--- config.mk ---
export PLATFORM = sky130hd
export DESIGN_NAME = adc_gain_rate_config_regs
export DESIGN_NICKNAME = d
export VERILOG_FILES = /design/src/hw/adc_cfg_pkg.sv /design/src/hw/adc_gain_rate_config_regs.sv
export VERILOG_INCLUDE_DIRS = /design/src /design/src/hw
export SDC_FILE = /design/constraint.sdc
export NUM_CORES = 1
export LEC_CHECK = 0
export BUFFER_PORTS_ARGS = -buffer_cell sky130_fd_sc_hd__buf_2
export CAP_MARGIN = 20
export CORE_UTILIZATION = 57
export CTS_CLUSTER_SIZE = 30
export DETAILED_ROUTE_END_ITERATION = 16
export GPL_ROUTABILITY_DRIVEN = 0
export HOLD_SLACK_MARGIN = 0.15
export PLACE_DENSITY = 0.85
export SYNTH_ARGS = -nofsm -noshare
export SYNTH_HDL_FRONTEND = slang
export SYNTH_SLANG_ARGS = --single-unit
--- constraint.sdc ---
create_clock -name clk -period 3.6 [get_ports clk]
set_input_delay 0.36 -clock clk [delete_from_list [all_inputs] [get_ports clk]]
set_output_delay 0.36 -clock clk [all_outputs]
set_load 0.02 [all_outputs]
--- src/hw/adc_cfg_consts.svh ---
// offsets, field positions, reset values and counts of the config bank
`ifndef ADC_CFG_CONSTS_SVH
`define ADC_CFG_CONSTS_SVH

// ----------------------------------------------------------------------
// register indices and byte addresses
// ----------------------------------------------------------------------
`define IDX_AMP_GAIN_SETTING 8'h03
`define IDX_CONV_RATE_CONFIG 8'h04
`define IDX_BIAS_SOURCE_CFG 8'h05
`define ADDR_AMP_GAIN_SETTING (`IDX_AMP_GAIN_SETTING * 4)
`define ADDR_CONV_RATE_CONFIG (`IDX_CONV_RATE_CONFIG * 4)
`define ADDR_BIAS_SOURCE_CFG (`IDX_BIAS_SOURCE_CFG * 4)

// ----------------------------------------------------------------------
// reset values
// ----------------------------------------------------------------------
`define RST_AMP_GAIN_SETTING 8'h00
`define RST_CONV_RATE_CONFIG 8'h14
`define RST_BIAS_SOURCE_CFG 8'h10

// ----------------------------------------------------------------------
// field positions
// ----------------------------------------------------------------------
`define DELAY_MSB 7
`define DELAY_LSB 5
`define AMP_EN_MSB 4
`define AMP_EN_LSB 3
`define GAIN_MSB 2
`define GAIN_LSB 0
`define CHOP_BIT 7
`define CLK_SRC_BIT 6
`define MODE_BIT 5
`define FILTER_BIT 4
`define RATE_MSB 3
`define RATE_LSB 0

// ----------------------------------------------------------------------
// field codes
// ----------------------------------------------------------------------
`define AMP_EN_BYPASS 2'h0
`define AMP_EN_ACTIVE 2'h1

// ----------------------------------------------------------------------
// first conversion delay, in modulator periods
// ----------------------------------------------------------------------
`define DLY_CODE0 12'h00E
`define DLY_CODE1 12'h019
`define DLY_CODE2 12'h040
`define DLY_CODE3 12'h100
`define DLY_CODE4 12'h400
`define DLY_CODE5 12'h800
`define DLY_CODE7 12'h001

`endif

--- src/hw/adc_cfg_pkg.sv ---
// types shared by the converter configuration bank
package adc_cfg_pkg;

   // ----------------------------------------------------------------------
   // conversion sequencer states, one-hot
   // ----------------------------------------------------------------------
   typedef enum logic [2:0] {
      SEQ_IDLE = 3'b001,
      SEQ_SETTLE = 3'b010,
      SEQ_RUN = 3'b100
   } seq_state_t;

endpackage

--- src/hw/adc_gain_rate_config_regs.sv ---
// gain and data rate configuration bank with apb slave and start sequencer
//
// What this block does
// - delay code picks first conversion wait
// - delay applies after config restart or start request
// - amp enable code bypasses or enables amplifier
// - gain code gives two to power code
// - chop swaps polarity, flags every second reading for pair averaging
// - clock bit picks internal or external
// - mode bit picks continuous or single-shot
// - filter bit picks sinc3 or low-latency
// - rate code maps to output data rate
// - gain register at 03h, resets 00h
// - rate register at 04h, resets 14h
// - reference register at 05h, resets 10h
`timescale 1ns/1ps
`default_nettype none
`include "adc_cfg_consts.svh"

module adc_gain_rate_config_regs (
   input wire logic clk,
   input wire logic reset_n,
   input wire logic psel,
   input wire logic penable,
   input wire logic pwrite,
   input wire logic [7:0] paddr,
   input wire logic [31:0] pwdata,
   output logic [31:0] prdata,
   output logic pready,
   output logic pslverr,
   input wire logic mod_tick,
   input wire logic start_req,
   input wire logic conv_done,
   output logic conv_start,
   output logic filter_reset,
   output logic amp_powered,
   output logic amp_cfg_reserved,
   output logic [7:0] gain_mult,
   output logic chop_enable,
   output logic chop_swap,
   output logic chop_avg_ready,
   output logic clk_src_ext,
   output logic single_shot,
   output logic filter_sinc3,
   output logic [15:0] rate_sps_x10,
   output logic rate_valid,
   output logic [7:0] bias_cfg
);

   // ----------------------------------------------------------------------
   // helper functions
   // ----------------------------------------------------------------------

   // first conversion wait for a delay code, in modulator periods
   function automatic logic [11:0] delay_periods(input logic [2:0] code);
      logic [11:0] p;
      p = `DLY_CODE0;
      case (code)
         3'h0: p = `DLY_CODE0;
         3'h1: p = `DLY_CODE1;
         3'h2: p = `DLY_CODE2;
         3'h3: p = `DLY_CODE3;
         3'h4: p = `DLY_CODE4;
         3'h5: p = `DLY_CODE5;
         3'h7: p = `DLY_CODE7;
         default: p = `DLY_CODE0; // undefined code falls back to default
      endcase
      return p;
   endfunction

   // output data rate in tenths of a sample per second, zero if undefined
   function automatic logic [15:0] rate_of(input logic [3:0] code);
      logic [15:0] r;
      r = 16'h0000;
      case (code)
         4'h0: r = 16'h0019;
         4'h1: r = 16'h0032;
         4'h2: r = 16'h0064;
         4'h3: r = 16'h00A6;
         4'h4: r = 16'h00C8;
         4'h5: r = 16'h01F4;
         4'h6: r = 16'h0258;
         4'h7: r = 16'h03E8;
         4'h8: r = 16'h07D0;
         4'h9: r = 16'h0FA0;
         4'hA: r = 16'h1F40;
         4'hB: r = 16'h2710;
         4'hE: r = 16'h4E20;
         default: r = 16'h0000;
      endcase
      return r;
   endfunction

   // ----------------------------------------------------------------------
   // storage and bus signals
   // ----------------------------------------------------------------------
   logic [7:0] amp_gain_setting_r;
   logic [7:0] conv_rate_config_r;
   logic [7:0] bias_source_config_r;
   logic [31:0] prdata_r;
   logic pready_r;
   logic pslverr_r;
   logic setup_phase;
   logic wr_take;
   logic hit_gain;
   logic hit_rate;
   logic hit_bias;
   logic hit_any;
   logic [7:0] wbyte;
   logic cfg_change;

   assign setup_phase = psel & ~penable;
   assign wr_take = psel & penable & pwrite & pready_r;
   assign hit_gain = (paddr == 8'(`ADDR_AMP_GAIN_SETTING));
   assign hit_rate = (paddr == 8'(`ADDR_CONV_RATE_CONFIG));
   assign hit_bias = (paddr == 8'(`ADDR_BIAS_SOURCE_CFG));
   assign hit_any = hit_gain | hit_rate | hit_bias;
   assign wbyte = pwdata[7:0];

   // a write counts as a configuration change when the stored byte moves
   assign cfg_change = wr_take & ((hit_gain & (wbyte != amp_gain_setting_r)) |
      (hit_rate & (wbyte != conv_rate_config_r)) |
      (hit_bias & (wbyte != bias_source_config_r)));

   // ----------------------------------------------------------------------
   // apb handshake: answer in the first access cycle
   // ----------------------------------------------------------------------
   always_ff @(posedge clk) begin
      if (!reset_n) begin
         pready_r <= 1'b0;
         pslverr_r <= 1'b0;
      end else begin
         pready_r <= setup_phase;
         pslverr_r <= setup_phase & ~hit_any; // unmapped address errors
      end
   end

   // read data captured in the setup cycle, narrow data in low bits
   always_ff @(posedge clk) begin
      if (!reset_n) begin
         prdata_r <= 32'h00000000;
      end else if (setup_phase & ~pwrite) begin
         if (hit_gain) begin
            prdata_r <= {24'h000000, amp_gain_setting_r};
         end else if (hit_rate) begin
            prdata_r <= {24'h000000, conv_rate_config_r};
         end else if (hit_bias) begin
            prdata_r <= {24'h000000, bias_source_config_r};
         end else begin
            prdata_r <= 32'h00000000;
         end
      end else if (setup_phase) begin
         prdata_r <= 32'h00000000;
      end
   end

   // ----------------------------------------------------------------------
   // configuration registers
   // ----------------------------------------------------------------------

   // gain setting register, every code stored as written
   always_ff @(posedge clk) begin
      if (!reset_n) begin
         amp_gain_setting_r <= `RST_AMP_GAIN_SETTING;
      end else if (wr_take & hit_gain) begin
         amp_gain_setting_r <= wbyte;
      end
   end

   // data rate register
   always_ff @(posedge clk) begin
      if (!reset_n) begin
         conv_rate_config_r <= `RST_CONV_RATE_CONFIG;
      end else if (wr_take & hit_rate) begin
         conv_rate_config_r <= wbyte;
      end
   end

   // reference control register, fields passed out raw
   always_ff @(posedge clk) begin
      if (!reset_n) begin
         bias_source_config_r <= `RST_BIAS_SOURCE_CFG;
      end else if (wr_take & hit_bias) begin
         bias_source_config_r <= wbyte;
      end
   end

   // ----------------------------------------------------------------------
   // decoded configuration outputs
   // ----------------------------------------------------------------------
   logic amp_powered_r;
   logic amp_cfg_reserved_r;
   logic [7:0] gain_mult_r;
   logic chop_enable_r;
   logic clk_src_ext_r;
   logic single_shot_r;
   logic filter_sinc3_r;
   logic [15:0] rate_sps_x10_r;
   logic rate_valid_r;
   logic [2:0] gain_code;
   logic [1:0] amp_code;
   logic [3:0] rate_code;

   assign gain_code = amp_gain_setting_r[`GAIN_MSB:`GAIN_LSB];
   assign amp_code = amp_gain_setting_r[`AMP_EN_MSB:`AMP_EN_LSB];
   assign rate_code = conv_rate_config_r[`RATE_MSB:`RATE_LSB];

   // amplifier, gain and rate decode; host keeps gain at one in bypass
   always_ff @(posedge clk) begin
      if (!reset_n) begin
         amp_powered_r <= 1'b0;
         amp_cfg_reserved_r <= 1'b0;
         gain_mult_r <= 8'h01;
         rate_sps_x10_r <= 16'h0000;
         rate_valid_r <= 1'b0;
      end else begin
         amp_powered_r <= (amp_code == `AMP_EN_ACTIVE);
         amp_cfg_reserved_r <= amp_code[1];
         gain_mult_r <= 8'h01 << gain_code;
         rate_sps_x10_r <= rate_of(rate_code);
         rate_valid_r <= (rate_of(rate_code) != 16'h0000);
      end
   end

   // single bit mode selects
   always_ff @(posedge clk) begin
      if (!reset_n) begin
         chop_enable_r <= 1'b0;
         clk_src_ext_r <= 1'b0;
         single_shot_r <= 1'b0;
         filter_sinc3_r <= 1'b0;
      end else begin
         chop_enable_r <= conv_rate_config_r[`CHOP_BIT];
         clk_src_ext_r <= conv_rate_config_r[`CLK_SRC_BIT];
         single_shot_r <= conv_rate_config_r[`MODE_BIT];
         filter_sinc3_r <= ~conv_rate_config_r[`FILTER_BIT];
      end
   end

   // ----------------------------------------------------------------------
   // conversion start sequencer
   // ----------------------------------------------------------------------
   adc_cfg_pkg::seq_state_t state_r;
   logic [11:0] wait_cnt_r;
   logic settle_pending_r;
   logic conv_start_r;
   logic filter_reset_r;
   logic start_now;

   // the settle wait expires on the tick that brings the count to zero,
   // unless a config change in that cycle restarts the wait
   assign start_now = (state_r == adc_cfg_pkg::SEQ_SETTLE) & mod_tick &
      (wait_cnt_r == 12'h001) & ~cfg_change;

   // a restart after a config change waits the programmed delay once
   always_ff @(posedge clk) begin
      if (!reset_n) begin
         state_r <= adc_cfg_pkg::SEQ_IDLE;
      end else begin
         case (state_r)
            adc_cfg_pkg::SEQ_IDLE: begin
               if (cfg_change & ~single_shot_r) begin
                  state_r <= adc_cfg_pkg::SEQ_SETTLE;
               end else if (start_req) begin
                  state_r <= adc_cfg_pkg::SEQ_SETTLE;
               end
            end
            adc_cfg_pkg::SEQ_SETTLE: begin
               if (start_now) begin
                  state_r <= adc_cfg_pkg::SEQ_RUN;
               end
            end
            adc_cfg_pkg::SEQ_RUN: begin
               if (cfg_change) begin
                  state_r <= adc_cfg_pkg::SEQ_SETTLE;
               end else if (conv_done & single_shot_r) begin
                  state_r <= adc_cfg_pkg::SEQ_IDLE;
               end
            end
            default: state_r <= adc_cfg_pkg::SEQ_IDLE;
         endcase
      end
   end

   // delay counter in modulator periods; a gain write uses its new code
   always_ff @(posedge clk) begin
      if (!reset_n) begin
         wait_cnt_r <= 12'h000;
      end else if (cfg_change | (start_req &
         (state_r == adc_cfg_pkg::SEQ_IDLE))) begin
         wait_cnt_r <= delay_periods((wr_take & hit_gain) ?
            wbyte[`DELAY_MSB:`DELAY_LSB] :
            amp_gain_setting_r[`DELAY_MSB:`DELAY_LSB]);
      end else if ((state_r == adc_cfg_pkg::SEQ_SETTLE) & mod_tick &
         (wait_cnt_r != 12'h000)) begin
         wait_cnt_r <= wait_cnt_r - 12'h001;
      end
   end

   // later conversions in continuous mode start without the delay
   always_ff @(posedge clk) begin
      if (!reset_n) begin
         conv_start_r <= 1'b0;
         settle_pending_r <= 1'b0;
      end else begin
         conv_start_r <= start_now | ((state_r == adc_cfg_pkg::SEQ_RUN) &
            conv_done & ~single_shot_r & ~cfg_change);
         settle_pending_r <= (state_r == adc_cfg_pkg::SEQ_SETTLE);
      end
   end

   // one-cycle filter reset on each configuration change
   always_ff @(posedge clk) begin
      if (!reset_n) begin
         filter_reset_r <= 1'b0;
      end else begin
         filter_reset_r <= cfg_change;
      end
   end

   // ----------------------------------------------------------------------
   // global chop: swap polarity each conversion, flag every second one
   // ----------------------------------------------------------------------
   logic chop_swap_r;
   logic chop_avg_ready_r;

   always_ff @(posedge clk) begin
      if (!reset_n) begin
         chop_swap_r <= 1'b0;
         chop_avg_ready_r <= 1'b0;
      end else if (~chop_enable_r | cfg_change | settle_pending_r) begin
         chop_swap_r <= 1'b0;
         chop_avg_ready_r <= 1'b0;
      end else begin
         if (conv_done) begin
            chop_swap_r <= ~chop_swap_r;
         end
         chop_avg_ready_r <= conv_done & chop_swap_r;
      end
   end

   // ----------------------------------------------------------------------
   // outputs
   // ----------------------------------------------------------------------
   assign prdata = prdata_r;
   assign pready = pready_r;
   assign pslverr = pslverr_r;
   assign conv_start = conv_start_r;
   assign filter_reset = filter_reset_r;
   assign amp_powered = amp_powered_r;
   assign amp_cfg_reserved = amp_cfg_reserved_r;
   assign gain_mult = gain_mult_r;
   assign chop_enable = chop_enable_r;
   assign chop_swap = chop_swap_r;
   assign chop_avg_ready = chop_avg_ready_r;
   assign clk_src_ext = clk_src_ext_r;
   assign single_shot = single_shot_r;
   assign filter_sinc3 = filter_sinc3_r;
   assign rate_sps_x10 = rate_sps_x10_r;
   assign rate_valid = rate_valid_r;
   assign bias_cfg = bias_source_config_r;

endmodule

`default_nettype wire

Yosys cells after proc, flatten, opt, wreduce, memory -nomap -nowiden
Memories as Yosys holds them, arrays and structs flattened. A register that Yosys moved wholly into a read port is not among the register bits.
Index checks and enable logic that the tools add are counted.
- bits in registers: 109
- output and inout bits: 77
- memory bits (read-only): 480
- memories kept: 2
- input bits: 48
- word-level logic and storage cells: 112
- reductions and logical operators: 7
- shift-type cells: 1
- eq/ne operators: 20
- multiplexer cells: 18
- $add $sub $neg: 1
- bitwise gates (word level): 41
- memories (memory ; depth ; bits a word ; rd ports ; clocked after Yosys merged registers in ; wr ports ; RTL line ; source):
    (name not given) ; 16 ; 15 ; 1 ; 1 ; 0 ; adc_gain_rate_config_regs.sv:75 ; case (code)
    (name not given) ; 16 ; 15 ; 1 ; 1 ; 0 ; adc_gain_rate_config_regs.sv:75 ;
- operators with widths (kind ; number):
    $pmux W12 S6 ; 1
    $mux W32 ; 2
    $and A1 B1 Y1 ; 24
    $mux W12 ; 2
    $mux W8 ; 3
    $ne A8 B8 Y1 ; 3
    $mux W3 ; 6
    $eq A8 B5 Y1 const B ; 2
    $mux W16 ; 1
    $reduce_bool A16 Y1 ; 1
    $eq A12 B1 Y1 const B ; 1
    $eq A3 B3 Y1 const B ; 4
    $reduce_bool A12 Y1 ; 1
    $sub A12 B1 Y12 const B ; 1
    $eq A3 B2 Y1 const B ; 3
    $not A1 Y1 ; 9
    $pmux W3 S3 ; 1
    $eq A8 B4 Y1 const B ; 1
    $mux W4 ; 2
    $or A1 B1 Y1 ; 8
    $shl A1 B3 Y8 const A ; 1
    $eq A3 B1 Y1 const B ; 2
    $ne A3 B3 Y1 const B ; 2
    $reduce_bool A2 Y1 ; 2
    5 further kinds ; 5

Longest topological paths before layout
- depth in word-level cells: 9
- mapped depth: 12
- depth with buffers taken out: 9

Worst setup path before layout
Ideal clock, no wire load.
- path type: register to register
- start: register pready_r, in the netlist pready
- end: register with a tool-made name
- path slack: 0.988 ns
- buffers on the path: 3
- period minus slack after synthesis: 2.612 ns
- data arrival time: 2.477 ns
- setup time: 0.134 ns
- data required time: 3.466 ns
- stages on the path, launching flop included: 11
- cells stage by stage: dfxtp_1 and4_1 clkbuf_1 and4b_1 buf_4 mux2i_1 nand2b_1 clkbuf_1 inv_2 ha_1 mux4_2
- RTL lines (what ; RTL line ; source):
    start, declared ; adc_gain_rate_config_regs.sv:101 ; logic pready_r;
    start signal, assigned ; adc_gain_rate_config_regs.sv:133 ; pready_r <= setup_phase;

==> results.yml <==
placement:
  dpl.hpwl_mm: 7.707
  place_area_mm2: 0.005006
  port_buffers: 75
  place_inst: 665
timing:
  min_period_ps: 2910
  fin_tns_setup_ps: 0
  slew_headroom_pct: 34.01
  worstMarginPinSlew_ps: 986.1
  post-route-period-util_pct: 80.85
  fin_skew_ps: 11.44
  rsz0062_at_grt: "no"
  finalHoldViolCount: 0
  maxSlewViolCount: 0
  setup_violations: 0
  max_freq_ghz: 0.3436
setup_path:
  cp_max_fo: 8
  cp_top_family: "simple AND/OR/NAND/NOR gates"
  slowest_delay_ps: 460
  end_kind: "register"
  cp-start-kind: "register"
  cp_slowest_cell: "and4b_1"
  critPathArrivalTime_ps: 3160
  worstSetupPathType: "reg2reg"
  crit_path_cell_trace: "and4_1 -> and4b_1 -> mux2i_1 -> nor2_1 -> inv_1 -> ha_1 -> mux4_2"
  cp_num_buf_inv: 1
  required_ps: 3850
floorplanning:
  ios: 125
  num_rows: 32
  die_x_um: 92.94
  die_h_um: 92.94
  core-area_mm2: 0.007848
  die-area_mm2: 0.008637
  start_util_pct: 60.06
synthesis:
  synth_edf_count: 0
  synth_top_area_cell: "dfxtp_1"
  synth.top_cell.area_share_pct: 42.05
  yosysMostFrequentCell: "dfxtp_1"
  synth.avg_cell_area_um2: 9.117
  async_flop_share_pct: 0
  synthesis.area_mm2: 0.004713
  ys_warn_count: 0
  netlist_top_cells_count: "dfxtp_1, nor2_1, nand2_1, xor2_1, buf_4"
  ys_types: 61
  ys_seq_area_share_pct: 42.05
  ys_seq_elements: 99
  syn_inst: 517
  synth_flop_cell: "dfxtp_1"
  ys_top_cells_by_area: "dfxtp_1, xor2_1, mux2i_1, nor2_1, buf_4"
routing:
  num_vias: 3861
  post_drt_via_cell_ratio: 5.670
  drc: 0
  firstDrtPassIters: 5
  routedWlPerCell_um: 15.81
  ant_nets: 0
  drt_wl_total_mm: 10.76
  drt_iter0_drc: 231
cts:
  numCtsBuffers: 9
  cts_resized: 0
  clk_pin_slew_worst_paths_ps: 100
  cts.htree.levels: 3
  cts_tree: "built"
  clk_latency_ps: 370
  root_buffer: "clkbuf_8"
  clock_path_buffers: 2
  postCtsSetupBuffers: 0
  cts.sinks: 99
  hold_buffers: 0
global_route:
  grt_usage_pct: 25.49
  grt_overflow_total: 0
  grt_pass1_vias: 3603
  grt_max_degree: 47
  antenna_found_initial: 0
  grt_first_pass_wirelength_mm: 17.17
pwr:
  internal_power_mw: 1.493
  combPwrFrac_pct: 14.2
  pwr-share-seq_pct: 55.0
  power_density_mw_per_mm2: 405.6
  max-vdd-ir-drop_mv: 0.2585
  p_clk_share_pct: 30.8
  p_switching_mw: 0.6088
  swShare_pct: 28.97
  p_leak_nw: 2.281
run_status:
  status: "completed"
job:
  drv_cap: 0
finish:
  multi_input_area_mm2: 0.002427
  area_growth_pct: 9.928
  fin_cells: 681
  fin_nets: 633
  seqCellArea_mm2: 0.001982
  final_area_mm2: 0.005181
  fillers: 675
  diodes: 0
  layout-drive-gt1-share_pct: 18.83
hold_path:
  hold_class: "in2reg"
## final cells by class
class	count	area share, %
sequential	99	38.25
inverter	15	1.087
timing repair buffer	80	7.969
tap	102	2.463
clock buffer	9	2.391
multi-input combinational	369	46.85
clock inverter	7	0.9901
## worst paths after layout
path | depth (start not counted) | startpoint | slack, ps | end
max | 7 | pready | 690 | register
min | 3 | conv_done | 270 | chop_avg_ready
max reg2reg | 7 | pready | 690 | register
min reg2reg | 1 | settle_pending_r | 430 | chop_avg_ready
## metal layers
layer	wire (µm)	GRT usage [%]	vias to the layer above
met1	4670	31.49	1835
met2	5324	44.12	143
met5	0	0	-
li1	-	-	1868
met4	157	7.692	0
met3	611	5.665	15
## per-stage QoR
step                      utilization, %  power (mW)  setup slack (ps)  hold slack (ps)
after detailed placement           63.79       1.469             558.6            420.1
final                              66.02       2.102             689.5            265.8
after global placement             63.79       1.454             627.9            403.0
after CTS                          66.02       2.107             714.3            258.9
after floorplan                        -       1.425             988.4            398.1
after global routing               66.02       2.188             526.5            265.4
## worst register-to-register path, cell delays in order (launching register included)
cell and delay [ps]:
dfxtp_1 360, and4_1 390, and4b_1 460, mux2i_1 160
nor2_1 460, inv_1 220, ha_1 280, mux4_2 460
## cell usage in the layout, fill, tap and decap left out, types with 5 or more instances in the layout
cell type and count:
dfxtp_1 99, buf_2 75, nor2_1 55, nand2_1 31
xor2_1 31, mux2i_1 26, conb_1 25, a21oi_1 23
nor3_1 18, inv_1 14, nand3_1 13, nor4_1 12
o21ai_0 11, ha_1 11, nand2b_1 9, clkbuf_8 9
xnor2_1 8, o2bb2ai_1 8, a22oi_1 8, nand3b_1 6
nor4b_1 5, nor3b_1 5, and2_1 5, buf_4 5
## cells by family (layout without fill, tap and decap cells)
kind of cell    Yosys count  in the layout  synth area share, %
flops                    99             99                42.05
simple gates            181            181                19.64
mux                      30             30                6.955
buf+inv                  73            111                8.362
fa+ha+maj                11             11                2.920
other cells               1             25              0.07956
xor+xnor                 39             39                7.247
compound gates           83             83                12.74
## power by group through the flow
stage | Combinational [mW] | Sequential [mW] | Clock, mW
floorplan | 0.250 | 1.18 | 0
CTS | 0.295 | 1.15 | 0.659
detailed placement | 0.291 | 1.18 | 0
global placement | 0.279 | 1.18 | 0
finish | 0.298 | 1.15 | 0.648
global route | 0.330 | 1.16 | 0.698
Power figures use the tool's default switching activity.
